[src/rtl/dps_consts.svh]
`ifndef DPS_CONSTS_SVH
`define DPS_CONSTS_SVH
// Clock and protection tick
`define DPS_CLK_MHZ 50
`define DPS_TICK_US 32
`define DPS_TICK_CYC (`DPS_CLK_MHZ * `DPS_TICK_US)
// Register byte offsets
`define DPS_OFS_CTRL 8'h00
`define DPS_OFS_DUTY 8'h04
`define DPS_OFS_CURR 8'h08
`define DPS_OFS_DTHR 8'h0c
`define DPS_OFS_TEMP 8'h10
`define DPS_OFS_VOV 8'h14
`define DPS_OFS_REACT 8'h18
`define DPS_OFS_BLK01 8'h1c
`define DPS_OFS_BLK23 8'h20
`define DPS_OFS_RST 8'h24
`define DPS_OFS_WDOG 8'h28
`define DPS_OFS_KICK 8'h2c
`define DPS_OFS_STAT 8'h30
`define DPS_OFS_MEM 8'h40
// Control bit positions
`define DPS_CTRL_QUAD 0
`define DPS_CTRL_INV 1
`define DPS_CTRL_HYST 2
`define DPS_CTRL_DOFF 3
// Reset values
`define DPS_RST_CTRL 32'h0000_0000
`define DPS_RST_DUTY 32'h0040_ff00
`define DPS_RST_CURR 32'h0fff_0000
`define DPS_RST_DTHR 32'h0010_0802
`define DPS_RST_TEMP 32'h0b00_0c00
`define DPS_RST_VOV 32'h0000_0e00
`define DPS_RST_REACT 32'h0000_0000
`define DPS_RST_BLK 32'h0010_0010
`define DPS_RST_RST 32'h0010_0100
`define DPS_RST_WDOG 32'h0000_0000
// Error codes
`define DPS_ERR_NONE 4'h0
`define DPS_ERR_OT 4'h1
`define DPS_ERR_VOV 4'h2
`define DPS_ERR_WD 4'h3
`define DPS_ERR_PAR 4'h4
`endif

[src/rtl/dps_pkg.sv]
package dps_pkg;
  typedef enum logic [1:0] {
    DPS_AUTO,
    DPS_FAST,
    DPS_LATCH,
    DPS_STOP
  } dps_react_t;
  typedef enum logic [2:0] {
    DPS_S_START,
    DPS_S_RUN,
    DPS_S_TRIP,
    DPS_S_LATCH,
    DPS_S_STOP,
    DPS_S_ARWAIT,
    DPS_S_DOFF,
    DPS_S_RECHG
  } dps_state_t;
endpackage

[src/rtl/dps_blank.sv]
`timescale 1ns/1ps
module dps_blank (
  // Clock and reset
  input wire logic aclk,
  input wire logic aresetn,
  // Fault level and blanking length in cycles
  input wire logic fault,
  input wire logic [15:0] blank,
  // Trigger level
  output logic trig
);
  logic [15:0] cnt_reg, cnt_next;
  logic trig_reg, trig_next;
  always_comb begin
    cnt_next = 16'h0000;
    if (fault && cnt_reg != 16'hffff) begin
      cnt_next = cnt_reg + 16'h0001;
    end else if (fault) begin
      cnt_next = cnt_reg;
    end
    trig_next = fault && (cnt_reg >= blank);
  end
  always_ff @(posedge aclk) begin
    if (!aresetn) begin
      cnt_reg <= 16'h0000;
      trig_reg <= 1'b0;
    end else begin
      cnt_reg <= cnt_next;
      trig_reg <= trig_next;
    end
  end
  assign trig = trig_reg;
endmodule

[src/rtl/dps_mem.sv]
`timescale 1ns/1ps
module dps_mem #(
  parameter int AW = 4,
  parameter int DW = 16
) (
  // Clock
  input wire logic aclk,
  // Write port
  input wire logic we,
  input wire logic [AW-1:0] waddr,
  input wire logic [DW-1:0] wdata,
  // Read port
  input wire logic re,
  input wire logic [AW-1:0] raddr,
  output logic [DW-1:0] rdata,
  output logic perr
);
  logic [DW:0] mem [2**AW];
  logic [DW:0] word_reg;
  logic valid_reg;
  always_ff @(posedge aclk) begin
    if (we) begin
      mem[waddr] <= {^wdata, wdata};
    end
    word_reg <= mem[raddr];
    valid_reg <= re;
  end
  assign rdata = word_reg[DW-1:0];
  assign perr = valid_reg && (^word_reg);
endmodule

[src/rtl/dps_top.sv]
// Operation
// - Measure dimming input duty cycle and derive current target from it.
// - Duty to current mapping is linear or quadratic by setting.
// - Setting selects normal or inverted dimming curve.
// - Lower and upper duty levels map to minimum and maximum current.
// - With hysteresis on, small duty changes keep the target.
// - Dim-to-off stops light by running auto-restart cycles.
// - In dim-to-off each restart recharges only to startup voltage.
// - Dim-to-off is entered when duty passes the off threshold.
// - Regulation resumes when duty passes the separate on threshold.
// - Protection triggers only after fault outlasts its blanking time.
// - Overtemperature above critical level starts a shutdown.
// - Overtemperature auto-restart waits until below hot level.
// - Overtemperature latch stays off until power cycle, then below critical.
// - Supply above overvoltage level past its blanking triggers protection.
// - Supply overvoltage reaction is always stop.
// - Watchdog trips unless firmware services it within its period.
// - Working memory parity error triggers a protection.
// - Each protection has its own reaction: auto, fast, latch, stop.
// - Related driver off within four ticks, others within four more.
// - Latch ends in latch mode; stop enters serial parametrization.
// - Auto-restart waits its restart time, then soft start.
// - Stage one restarts first; stage two follows when its condition holds.
//
// Our own choices: the register offsets and the AXI4-Lite slave port.
`timescale 1ns/1ps
`include "dps_consts.svh"
module dps_top import dps_pkg::*; #(
  parameter int DUTY_WIN_LOG2 = 19,
  parameter int TICK_CYC = `DPS_TICK_CYC
) (
  // Clock and reset
  input wire logic aclk,
  input wire logic aresetn,
  // AXI4-Lite write
  input wire logic [7:0] awaddr,
  input wire logic [2:0] awprot,
  input wire logic awvalid,
  output logic awready,
  input wire logic [31:0] wdata,
  input wire logic [3:0] wstrb,
  input wire logic wvalid,
  output logic wready,
  output logic [1:0] bresp,
  output logic bvalid,
  input wire logic bready,
  // AXI4-Lite read
  input wire logic [7:0] araddr,
  input wire logic [2:0] arprot,
  input wire logic arvalid,
  output logic arready,
  output logic [31:0] rdata,
  output logic [1:0] rresp,
  output logic rvalid,
  input wire logic rready,
  // Sensed inputs
  input wire logic pwm_dim_in,
  input wire logic [11:0] temp_meas,
  input wire logic [11:0] vcc_meas,
  input wire logic stage1_ready,
  input wire logic stage2_cond,
  input wire logic vout_start_ok,
  // Power stage control
  output logic [1:0] gate_drive_output,
  output logic recharge_only,
  output logic uart_param_mode,
  output logic latch_mode,
  output logic [11:0] current_target,
  output logic [3:0] error_code,
  output logic dim_off
);
  localparam int NREG = 11;
  localparam int NP = 4;
  // Register file and bus state
  logic [31:0] cfg_reg [NREG];
  logic [31:0] cfg_next [NREG];
  logic aw_have_reg, aw_have_next, w_have_reg, w_have_next;
  logic [7:0] waddr_reg, waddr_next, raddr_reg, raddr_next;
  logic [31:0] wdat_reg, wdat_next;
  logic [3:0] wstb_reg, wstb_next;
  logic bvalid_reg, bvalid_next, rvalid_reg, rvalid_next;
  logic rpend_reg, rpend_next;
  logic [1:0] bresp_reg, bresp_next, rresp_reg, rresp_next;
  logic [31:0] rdata_reg, rdata_next;
  logic kick, mem_we, mem_re, perr, wr_go, rd_go;
  logic [3:0] mem_ra, scrub_reg, scrub_next;
  logic [15:0] mem_rd;
  logic [31:0] wmask;
  // Timebase, duty, target
  logic [15:0] tdiv_reg, tdiv_next;
  logic tick_reg, tick_next;
  logic [DUTY_WIN_LOG2-1:0] win_reg, win_next, hi_reg, hi_next;
  logic [7:0] duty_reg, duty_next, held_reg, held_next;
  logic [7:0] dc, diff, fr, fr2, dlt;
  logic [15:0] prod, sq;
  logic [11:0] span, tgt_reg, tgt_next;
  logic [19:0] tprod;
  // Protections and sequencer
  logic [NP-1:0] fault, trig;
  logic [15:0] blank [NP];
  logic [15:0] wd_reg, wd_next, cnt_reg, cnt_next;
  logic par_reg, par_next;
  dps_state_t st_reg, st_next;
  dps_react_t re_reg, re_next, rsel;
  logic [1:0] gd_reg, gd_next;
  logic rel_reg, rel_next, rsel_stage;
  logic [3:0] err_reg, err_next;
  logic doff_reg, doff_next;
  logic [15:0] ar_time;

  assign wr_go = aw_have_reg && w_have_reg && !bvalid_reg;
  assign rd_go = arvalid && !rpend_reg && !rvalid_reg;
  assign kick = wr_go && waddr_reg == `DPS_OFS_KICK;
  assign mem_we = wr_go && waddr_reg[7:6] == 2'b01;
  assign mem_re = (rd_go && araddr[7:6] == 2'b01) || tick_reg;
  assign mem_ra = (rd_go && araddr[7:6] == 2'b01) ? araddr[5:2] : scrub_reg;
  assign wmask = {{8{wstb_reg[3]}}, {8{wstb_reg[2]}},
                  {8{wstb_reg[1]}}, {8{wstb_reg[0]}}};

  dps_mem #(.AW(4), .DW(16)) u_mem (
    .aclk(aclk),
    .we(mem_we),
    .waddr(waddr_reg[5:2]),
    .wdata(wdat_reg[15:0]),
    .re(mem_re),
    .raddr(mem_ra),
    .rdata(mem_rd),
    .perr(perr)
  );

  // Bus slave
  always_comb begin
    aw_have_next = aw_have_reg;
    w_have_next = w_have_reg;
    waddr_next = waddr_reg;
    wdat_next = wdat_reg;
    wstb_next = wstb_reg;
    bvalid_next = bvalid_reg && !bready;
    bresp_next = bresp_reg;
    rpend_next = rpend_reg;
    raddr_next = raddr_reg;
    rvalid_next = rvalid_reg && !rready;
    rresp_next = rresp_reg;
    rdata_next = rdata_reg;
    scrub_next = (tick_reg && !rd_go) ? scrub_reg + 4'h1 : scrub_reg;
    for (int i = 0; i < NREG; i++) begin
      cfg_next[i] = cfg_reg[i];
    end
    if (awvalid && !aw_have_reg) begin
      aw_have_next = 1'b1;
      waddr_next = {awaddr[7:2], 2'b00};
    end
    if (wvalid && !w_have_reg) begin
      w_have_next = 1'b1;
      wdat_next = wdata;
      wstb_next = wstrb;
    end
    if (wr_go) begin
      aw_have_next = 1'b0;
      w_have_next = 1'b0;
      bvalid_next = 1'b1;
      bresp_next = 2'b00;
      if (waddr_reg < `DPS_OFS_KICK) begin
        cfg_next[waddr_reg[5:2]] = (cfg_reg[waddr_reg[5:2]] & ~wmask)
                                 | (wdat_reg & wmask);
      end else if (waddr_reg != `DPS_OFS_KICK && !mem_we) begin
        bresp_next = 2'b11;
      end
    end
    if (rd_go) begin
      rpend_next = 1'b1;
      raddr_next = {araddr[7:2], 2'b00};
    end
    if (rpend_reg) begin
      rpend_next = 1'b0;
      rvalid_next = 1'b1;
      rresp_next = 2'b00;
      rdata_next = 32'h0000_0000;
      if (raddr_reg < `DPS_OFS_KICK) begin
        rdata_next = cfg_reg[raddr_reg[5:2]];
      end else if (raddr_reg == `DPS_OFS_STAT) begin
        rdata_next = {2'b00, gd_reg, err_reg, 3'b000, doff_reg,
                      duty_reg, tgt_reg};
      end else if (raddr_reg[7:6] == 2'b01) begin
        rdata_next = {16'h0000, mem_rd};
      end else if (raddr_reg != `DPS_OFS_KICK) begin
        rresp_next = 2'b11;
      end
    end
  end

  always_ff @(posedge aclk) begin
    if (!aresetn) begin
      cfg_reg[0] <= `DPS_RST_CTRL;
      cfg_reg[1] <= `DPS_RST_DUTY;
      cfg_reg[2] <= `DPS_RST_CURR;
      cfg_reg[3] <= `DPS_RST_DTHR;
      cfg_reg[4] <= `DPS_RST_TEMP;
      cfg_reg[5] <= `DPS_RST_VOV;
      cfg_reg[6] <= `DPS_RST_REACT;
      cfg_reg[7] <= `DPS_RST_BLK;
      cfg_reg[8] <= `DPS_RST_BLK;
      cfg_reg[9] <= `DPS_RST_RST;
      cfg_reg[10] <= `DPS_RST_WDOG;
      aw_have_reg <= 1'b0;
      w_have_reg <= 1'b0;
      waddr_reg <= 8'h00;
      wdat_reg <= 32'h0000_0000;
      wstb_reg <= 4'h0;
      bvalid_reg <= 1'b0;
      bresp_reg <= 2'b00;
      rpend_reg <= 1'b0;
      raddr_reg <= 8'h00;
      rvalid_reg <= 1'b0;
      rresp_reg <= 2'b00;
      rdata_reg <= 32'h0000_0000;
      scrub_reg <= 4'h0;
    end else begin
      for (int i = 0; i < NREG; i++) begin
        cfg_reg[i] <= cfg_next[i];
      end
      aw_have_reg <= aw_have_next;
      w_have_reg <= w_have_next;
      waddr_reg <= waddr_next;
      wdat_reg <= wdat_next;
      wstb_reg <= wstb_next;
      bvalid_reg <= bvalid_next;
      bresp_reg <= bresp_next;
      rpend_reg <= rpend_next;
      raddr_reg <= raddr_next;
      rvalid_reg <= rvalid_next;
      rresp_reg <= rresp_next;
      rdata_reg <= rdata_next;
      scrub_reg <= scrub_next;
    end
  end

  // Duty measurement and current target
  always_comb begin
    tdiv_next = tdiv_reg + 16'h0001;
    tick_next = 1'b0;
    if (tdiv_reg == 16'(TICK_CYC - 1)) begin
      tdiv_next = 16'h0000;
      tick_next = 1'b1;
    end
    win_next = win_reg + 1'b1;
    hi_next = hi_reg + DUTY_WIN_LOG2'(pwm_dim_in);
    duty_next = duty_reg;
    if (&win_reg) begin
      hi_next = '0;
      duty_next = hi_reg[DUTY_WIN_LOG2-1 -: 8];
    end
    dlt = (duty_reg > held_reg) ? duty_reg - held_reg : held_reg - duty_reg;
    held_next = held_reg;
    if (!cfg_reg[0][`DPS_CTRL_HYST] || dlt > cfg_reg[3][7:0]) begin
      held_next = duty_reg;
    end
    dc = held_reg;
    if (held_reg < cfg_reg[1][7:0]) begin
      dc = cfg_reg[1][7:0];
    end else if (held_reg > cfg_reg[1][15:8]) begin
      dc = cfg_reg[1][15:8];
    end
    diff = dc - cfg_reg[1][7:0];
    prod = diff * cfg_reg[1][23:16];
    fr = (prod[15:14] != 2'b00) ? 8'hff : prod[13:6];
    if (cfg_reg[0][`DPS_CTRL_INV]) begin
      fr = ~fr;
    end
    // Added term lets full scale reach 0xff after the shift
    sq = fr * fr + 16'(fr);
    fr2 = cfg_reg[0][`DPS_CTRL_QUAD] ? sq[15:8] : fr;
    span = (cfg_reg[2][27:16] > cfg_reg[2][11:0]) ?
           cfg_reg[2][27:16] - cfg_reg[2][11:0] : 12'h000;
    // Top half rounds up so full scale gives the whole span
    tprod = 20'(span * (9'(fr2) + 9'(fr2[7])));
    tgt_next = cfg_reg[2][11:0] + tprod[19:8];
  end

  always_ff @(posedge aclk) begin
    if (!aresetn) begin
      tdiv_reg <= 16'h0000;
      tick_reg <= 1'b0;
      win_reg <= '0;
      hi_reg <= '0;
      duty_reg <= 8'h00;
      held_reg <= 8'h00;
      tgt_reg <= 12'h000;
    end else begin
      tdiv_reg <= tdiv_next;
      tick_reg <= tick_next;
      win_reg <= win_next;
      hi_reg <= hi_next;
      duty_reg <= duty_next;
      held_reg <= held_next;
      tgt_reg <= tgt_next;
    end
  end

  // Fault detection with per-protection blanking
  assign fault[0] = temp_meas > cfg_reg[4][11:0];
  assign fault[1] = vcc_meas > cfg_reg[5][11:0];
  assign fault[2] = cfg_reg[10][15:0] != 16'h0000 &&
                    wd_reg >= cfg_reg[10][15:0];
  assign fault[3] = par_reg;
  assign blank[0] = cfg_reg[7][15:0];
  assign blank[1] = cfg_reg[7][31:16];
  assign blank[2] = cfg_reg[8][15:0];
  assign blank[3] = cfg_reg[8][31:16];

  generate
    for (genvar p = 0; p < NP; p++) begin : g_prot
      dps_blank u_blank (
        .aclk(aclk),
        .aresetn(aresetn),
        .fault(fault[p]),
        .blank(blank[p]),
        .trig(trig[p])
      );
    end
  endgenerate

  // Reaction and stage of the highest-priority trigger
  always_comb begin
    rsel = dps_react_t'(cfg_reg[6][1:0]);
    rsel_stage = cfg_reg[6][8];
    err_next = `DPS_ERR_OT;
    if (!trig[0] && trig[1]) begin
      rsel = DPS_STOP;
      rsel_stage = cfg_reg[6][9];
      err_next = `DPS_ERR_VOV;
    end else if (!trig[0] && trig[2]) begin
      rsel = dps_react_t'(cfg_reg[6][5:4]);
      rsel_stage = cfg_reg[6][10];
      err_next = `DPS_ERR_WD;
    end else if (!trig[0] && trig[3]) begin
      rsel = dps_react_t'(cfg_reg[6][7:6]);
      rsel_stage = cfg_reg[6][11];
      err_next = `DPS_ERR_PAR;
    end
  end

  // Sequencer
  always_comb begin
    st_next = st_reg;
    re_next = re_reg;
    gd_next = gd_reg;
    rel_next = rel_reg;
    doff_next = doff_reg;
    cnt_next = tick_reg ? cnt_reg + 16'h0001 : cnt_reg;
    wd_next = (tick_reg && wd_reg != 16'hffff) ? wd_reg + 16'h0001 : wd_reg;
    par_next = par_reg || perr;
    ar_time = (re_reg == DPS_FAST) ? cfg_reg[9][31:16] : cfg_reg[9][15:0];
    if (kick || st_reg != DPS_S_RUN) begin
      wd_next = 16'h0000;
    end
    case (st_reg)
      DPS_S_START: begin
        par_next = perr;
        if (temp_meas <= cfg_reg[4][11:0]) begin
          gd_next = 2'b01;
          st_next = DPS_S_RUN;
        end
      end
      DPS_S_RUN, DPS_S_RECHG: begin
        if (st_reg == DPS_S_RUN && stage1_ready && stage2_cond) begin
          gd_next[1] = 1'b1;
        end
        if (|trig) begin
          re_next = rsel;
          rel_next = rsel_stage;
          gd_next[rsel_stage] = 1'b0;
          cnt_next = 16'h0000;
          st_next = DPS_S_TRIP;
        end else if (st_reg == DPS_S_RECHG &&
                     duty_reg >= cfg_reg[3][23:16]) begin
          doff_next = 1'b0;
          st_next = DPS_S_RUN;
        end else if (st_reg == DPS_S_RECHG && vout_start_ok) begin
          gd_next = 2'b00;
          cnt_next = 16'h0000;
          st_next = DPS_S_DOFF;
        end else if (st_reg == DPS_S_RUN && cfg_reg[0][`DPS_CTRL_DOFF] &&
                     duty_reg <= cfg_reg[3][15:8]) begin
          doff_next = 1'b1;
          gd_next = 2'b00;
          cnt_next = 16'h0000;
          st_next = DPS_S_DOFF;
        end
      end
      DPS_S_TRIP: begin
        if (tick_reg) begin
          gd_next = 2'b00;
          cnt_next = 16'h0000;
          case (re_reg)
            DPS_LATCH: st_next = DPS_S_LATCH;
            DPS_STOP: st_next = DPS_S_STOP;
            default: st_next = DPS_S_ARWAIT;
          endcase
        end
      end
      DPS_S_ARWAIT: begin
        if (cnt_reg >= ar_time && (err_reg != `DPS_ERR_OT ||
            temp_meas < cfg_reg[4][27:16])) begin
          doff_next = 1'b0;
          st_next = DPS_S_START;
        end
      end
      DPS_S_DOFF: begin
        if (cnt_reg >= cfg_reg[9][15:0]) begin
          gd_next = 2'b01;
          st_next = DPS_S_RECHG;
        end
      end
      DPS_S_LATCH, DPS_S_STOP: gd_next = 2'b00;
      default: st_next = DPS_S_START;
    endcase
  end

  // Error code is captured on a trigger and cleared on restart
  always_ff @(posedge aclk) begin
    if (!aresetn) begin
      st_reg <= DPS_S_START;
      re_reg <= DPS_AUTO;
      gd_reg <= 2'b00;
      rel_reg <= 1'b0;
      doff_reg <= 1'b0;
      cnt_reg <= 16'h0000;
      wd_reg <= 16'h0000;
      par_reg <= 1'b0;
      err_reg <= `DPS_ERR_NONE;
    end else begin
      st_reg <= st_next;
      re_reg <= re_next;
      gd_reg <= gd_next;
      rel_reg <= rel_next;
      doff_reg <= doff_next;
      cnt_reg <= cnt_next;
      wd_reg <= wd_next;
      par_reg <= par_next;
      if (st_next == DPS_S_TRIP && st_reg != DPS_S_TRIP) begin
        err_reg <= err_next;
      end else if (st_reg == DPS_S_START) begin
        err_reg <= `DPS_ERR_NONE;
      end
    end
  end

  assign awready = !aw_have_reg;
  assign wready = !w_have_reg;
  assign bvalid = bvalid_reg;
  assign bresp = bresp_reg;
  assign arready = !rpend_reg && !rvalid_reg;
  assign rvalid = rvalid_reg;
  assign rresp = rresp_reg;
  assign rdata = rdata_reg;
  assign gate_drive_output = gd_reg;
  assign recharge_only = st_reg == DPS_S_RECHG;
  assign uart_param_mode = st_reg == DPS_S_STOP;
  assign latch_mode = st_reg == DPS_S_LATCH;
  assign current_target = tgt_reg;
  assign error_code = err_reg;
  assign dim_off = doff_reg;
endmodule

[config.mk]
export PLATFORM = sky130hd
export DESIGN_NAME = dps_top
export DESIGN_NICKNAME = d
export VERILOG_FILES = /design/src/rtl/dps_pkg.sv /design/src/rtl/dps_blank.sv /design/src/rtl/dps_mem.sv /design/src/rtl/dps_top.sv
export VERILOG_INCLUDE_DIRS = /design/src /design/src/rtl
export SDC_FILE = /design/constraint.sdc
export NUM_CORES = 2
export LEC_CHECK = 0
export ABC_AREA = 0
export BUFFER_PORTS_ARGS = -buffer_cell sky130_fd_sc_hd__buf_2
export CAP_MARGIN = 20
export CORE_ASPECT_RATIO = 1.75
export CORE_MARGIN = 2
export CORE_UTILIZATION = 60
export DETAILED_ROUTE_END_ITERATION = 8
export PLACE_DENSITY = 0.77
export RECOVER_POWER = 25
export SLEW_MARGIN = 10
export SYNTH_ARGS = -nofsm -noshare
export SYNTH_HDL_FRONTEND = slang
export SYNTH_SLANG_ARGS = --single-unit
[constraint.sdc]
create_clock -name aclk -period 25 [get_ports aclk]
set_clock_uncertainty 0.15 [all_clocks]
set_input_delay 5 -clock aclk [delete_from_list [all_inputs] [get_ports aclk]]
set_output_delay 5 -clock aclk [all_outputs]
set_load 0.05 [all_outputs]
==> results.txt <==
- The clock passes through at most 3 buffers.
* CTS sink count: 936
* Worst-path fanout max: 14
- Setup violations remaining at the end of the flow were counted as 0.
- In the final design database the tool counted 6,223 nets.
- Total net switching power: 2.66 mW
* Worst hold path class: flip-flop to flip-flop
- Counting both buffers and inverters, the worst setup path holds a total of 8.
- Crit-path slowest cell: o221ai_1
- Instance count after placement with tap cells included: 6,733
- From left edge to right edge, the die measures 233 microns.
- Commonest register cell after synthesis: dfxtp_1
- Instance count along the most critical hold path: 1
- Of the cells placed in the final design, the portion with a size suffix greater than 1 is 11.7%.
* CTS Buf Count: 82
- Clock latency of the later-clocked register in the worst-skew pair: 700 ps
* Post-route clock period utilization: 91.1%
* Clock network fraction of design power: 21.7%
- Setup repair after global routing left no endpoint under its margin.
- The worst setup path is captured at a flip-flop.
* Post-synthesis cell count: 5,661
* Core ar.: approximately 0.09 sq mm
- Of the total power, the share spent switching nets is a little over two fifths.
- For this design the ratio of total power to cell area is about 110 mW/mm^2.
- For this run, design rule violations remaining after detail routing come to 0.
- Highest cell delay on the worst timing path: approximately 860 ps
- Via count of the first global-routing pass: between 40,000 and 50,000
- Largest net degree at the start of global routing: 143
- After clock tree synthesis, the clock-pin slew on the worst setup and hold paths is 70 ps.
- Antenna-violating nets left: 0
* Maximum clock frequency: 43.9 MHz
* Leakage power: approximately 23 nW
* Type of origin of the critical path: flip-flop
* Worst rel slew slack: 10.1%
- CTS tree: built
* TritonRoute pass-1 iters: 6
- H-tree depth reported by CTS: 3
* Fin. max-slew vios: 0
- The first global-routing pass estimated 260,000 microns of wire.
- Worst Tran Pin Value: 1350 ps
- Total vias in the final route: 44,344
- Synthesis Warnings: 0
- Global routing used 36.8% of the available tracks across all layers.
- After clock tree synthesis, the flow added hold-fix buffers numbering 0.
- Summing all placed instances gives a cell area of 0.0567 sq mm.
- After layout, the design draws a total of approximately 6.3 mW.
* Summed negative setup slack over all endpoints: 0 ps
* Sum of routed wire length over all layers: 172,000 microns
* Num ports: 156
* Num rows: 146
* Worst IR Drop VDD: ~0.3 mV
- The tool flagged a number of max-cap violations equal to 0.
- The initial antenna violation count is 5.
- The finished layout holds 6,898 standard cells, fillers aside.
- Outcome: finished clean
- Hold Fails Final Rpt: 0
- Area growth from synthesis to layout: 8.60%
- Gates resized during post-CTS repair numbered 0.
* Mean instance size in the synthesized netlist: 9.71 sq um
* Clock root cell: clkbuf_16
- Counting distinct cell types in the post-synthesis netlist gives 94.
- 1st-iter DRT viols: 4,162
* Sequential fraction of the synthesis area: 39.0%
* Kind of critical path: flip-flop to flip-flop
- Post-Syn Nets: 6,239
- The finished cells cover between 0.05 and 0.06 sq mm.
- Full die area: 0.0941 sq mm
* Number of cells on the worst reg-to-reg path: just under 80
- Global placer's final weighted congestion: 0.998
- Required arrival time at the worst endpoint: 25,360 ps
* Remaining Overflow, GRT: 0
- For this run, asynchronously set or reset flops after synthesis account for 0%.
- Post-synthesis instance area: 0.0550 sq mm
- The initial utilization of the core area, before any placement, comes to just over 60%.
- The register with the most flip-flops in the layout has 352 of them.
* Vias per Instance: around 6.4
- The most numerous cell type found on the critical path is fa_1.
- Number of storage elements in the synthesis netlist: around 940
- Combinational cells account for a little over half of the total power.
- Min cycle time layout: 22,770 ps
* I/O Buffers: 144
* CP delay by family, top: adder cells
- After clock tree synthesis, the setup repair step added 0 buffers.
- For the worst setup path, the data arrival time is 23,140 ps.
- Worst-case setup margin in the final layout: 2230 ps
- Sequential cells burn 26.3% of the power.
- Detail Placement HPWL: around 120,000 microns
- Number of flops mapped to enable cells by yosys: 272
* Cell depth of the worst setup path: 78
- In the final routed layout, each cell accounts on average for roughly 25 microns.
- At the placement stage, the worst setup path has a slack of 2280 ps.
- Internal power of the cells: 3.65 mW
- Die height: roughly 400 microns
[worst register-to-register path, delay by kind of cell (launching register included)]
family / cells / cell delay [ps]
buf+inv: 8 / 420
fa+ha+maj: 20 / 8760
flops: 1 / 590
simple gates: 18 / 3560
xor+xnor: 4 / 2100
compound gates: 28 / 7010
[cells by family (layout without fill, tap and decap cells)]
family          Yosys count  after routing  share of synthesized area, %
fa+ha+maj               485            485                          13.0
other cells               1              2                       0.00682
simple gates           1810           1810                          14.8
xor+xnor                207            207                          3.45
compound gates         1098           1098                          13.4
mux                     341            341                          10.8
flops                   936            936                          39.0
buf+inv                 783            835                          5.46
[layout by cell type (no fill, tap or decap), drive strengths merged, types with 105 or more instances in the layout]
cell type and count:
ha 344, nor3 112, a211oi 363, nand2 427
clkbuf 119, mux4 203, a21o 105, o21ai 157
nand3 111, inv 438, xnor2 111, nor2 798
edfxtp 272, a21oi 250, dfxtp 664, mux2i 132
buf 241, fa 141
[per-layer routing]
| metal | share of wire, % | vias up | global-route usage [%] | routed length (microns) |
|---|---|---|---|---|
| li1 | - | 19959 | - | - |
| met1 | 33 | 21390 | 39.0 | 56200 |
| met2 | 48 | 2221 | 61.4 | 82700 |
| met3 | 8.2 | 768 | 7.20 | 14100 |
| met4 | 11 | 6 | 33.7 | 19300 |
| met5 | 0.021 | - | 0 | 37 |
[synthesized netlist by cell type, types with 15 or more instances]
library cell	instances	area, sq um
nand3_1	109	546
and2_1	87	544
nor2b_1	50	313
o21a_1	17	128
or3_1	31	194
nor3_1	108	541
clkbuf_1	306	1150
mux4_2	203	4570
fa_1	141	2820
edfxtp_1	272	8170
mux2i_1	132	1320
xnor2_1	105	920
nand2b_1	35	219
and3_1	52	325
inv_1	429	1610
o21bai_1	15	113
o21ai_0	149	746
a222oi_1	16	160
nand2_1	426	1600
o211ai_1	50	375
a211oi_1	362	2720
nor2_1	798	3000
nand4_1	41	257
xor2_1	95	832
or2_2	15	93.8
a21oi_1	248	1240
buf_1	19	71.3
a21o_1	104	781
dfxtp_1	664	13300
a31oi_1	32	200
ha_1	344	4300
buf_2	18	90.1
[area by class of cell]
| type | instances | area, sq um |
|---|---|---|
| fill | 7136 | 30900 |
| multi-input combinational | 3942 | 30700 |
| sequential | 936 | 21500 |
| clock buffer | 109 | 2290 |
| inverter | 432 | 1630 |
| timing repair buffer | 251 | 1590 |
| tap | 1184 | 1480 |
| clock inverter | 43 | 561 |
| antenna | 1 | 2.50 |
[metrics by stage]
| step | hold slack (ps) | utilization [%] |
|---|---|---|
| finish | 307 | 65.9 |
| global route | 326 | 65.9 |
| CTS | 306 | 65.7 |
| detailed placement | 294 | 62.6 |
| global placement | 287 | 62.5 |
| floorplan | 268 | - |
[path summary, 6_finish.rpt]
kind                              to  slack, ps         from
hold / removal            win_reg[0]        310   win_reg[0]
setup reg to reg  current_target[11]       2230  held_reg[1]
hold reg to reg           win_reg[0]        310   win_reg[0]
setup / recovery  current_target[11]       2230  held_reg[1]
[power by group through the flow]
stage | Clock, mW | Sequential, mW | Combinational [mW]
3_5_place_dp | 0 | 1.69 | 3.23
4_1_cts | 1.38 | 1.66 | 3.27
6_report | 1.37 | 1.66 | 3.29
3_3_place_gp | 0 | 1.69 | 3.13
2_1_floorplan | 0 | 1.70 | 2.35
5_1_grt | 1.42 | 1.66 | 3.73
Note: power is estimated with default switching activity, not from simulation.
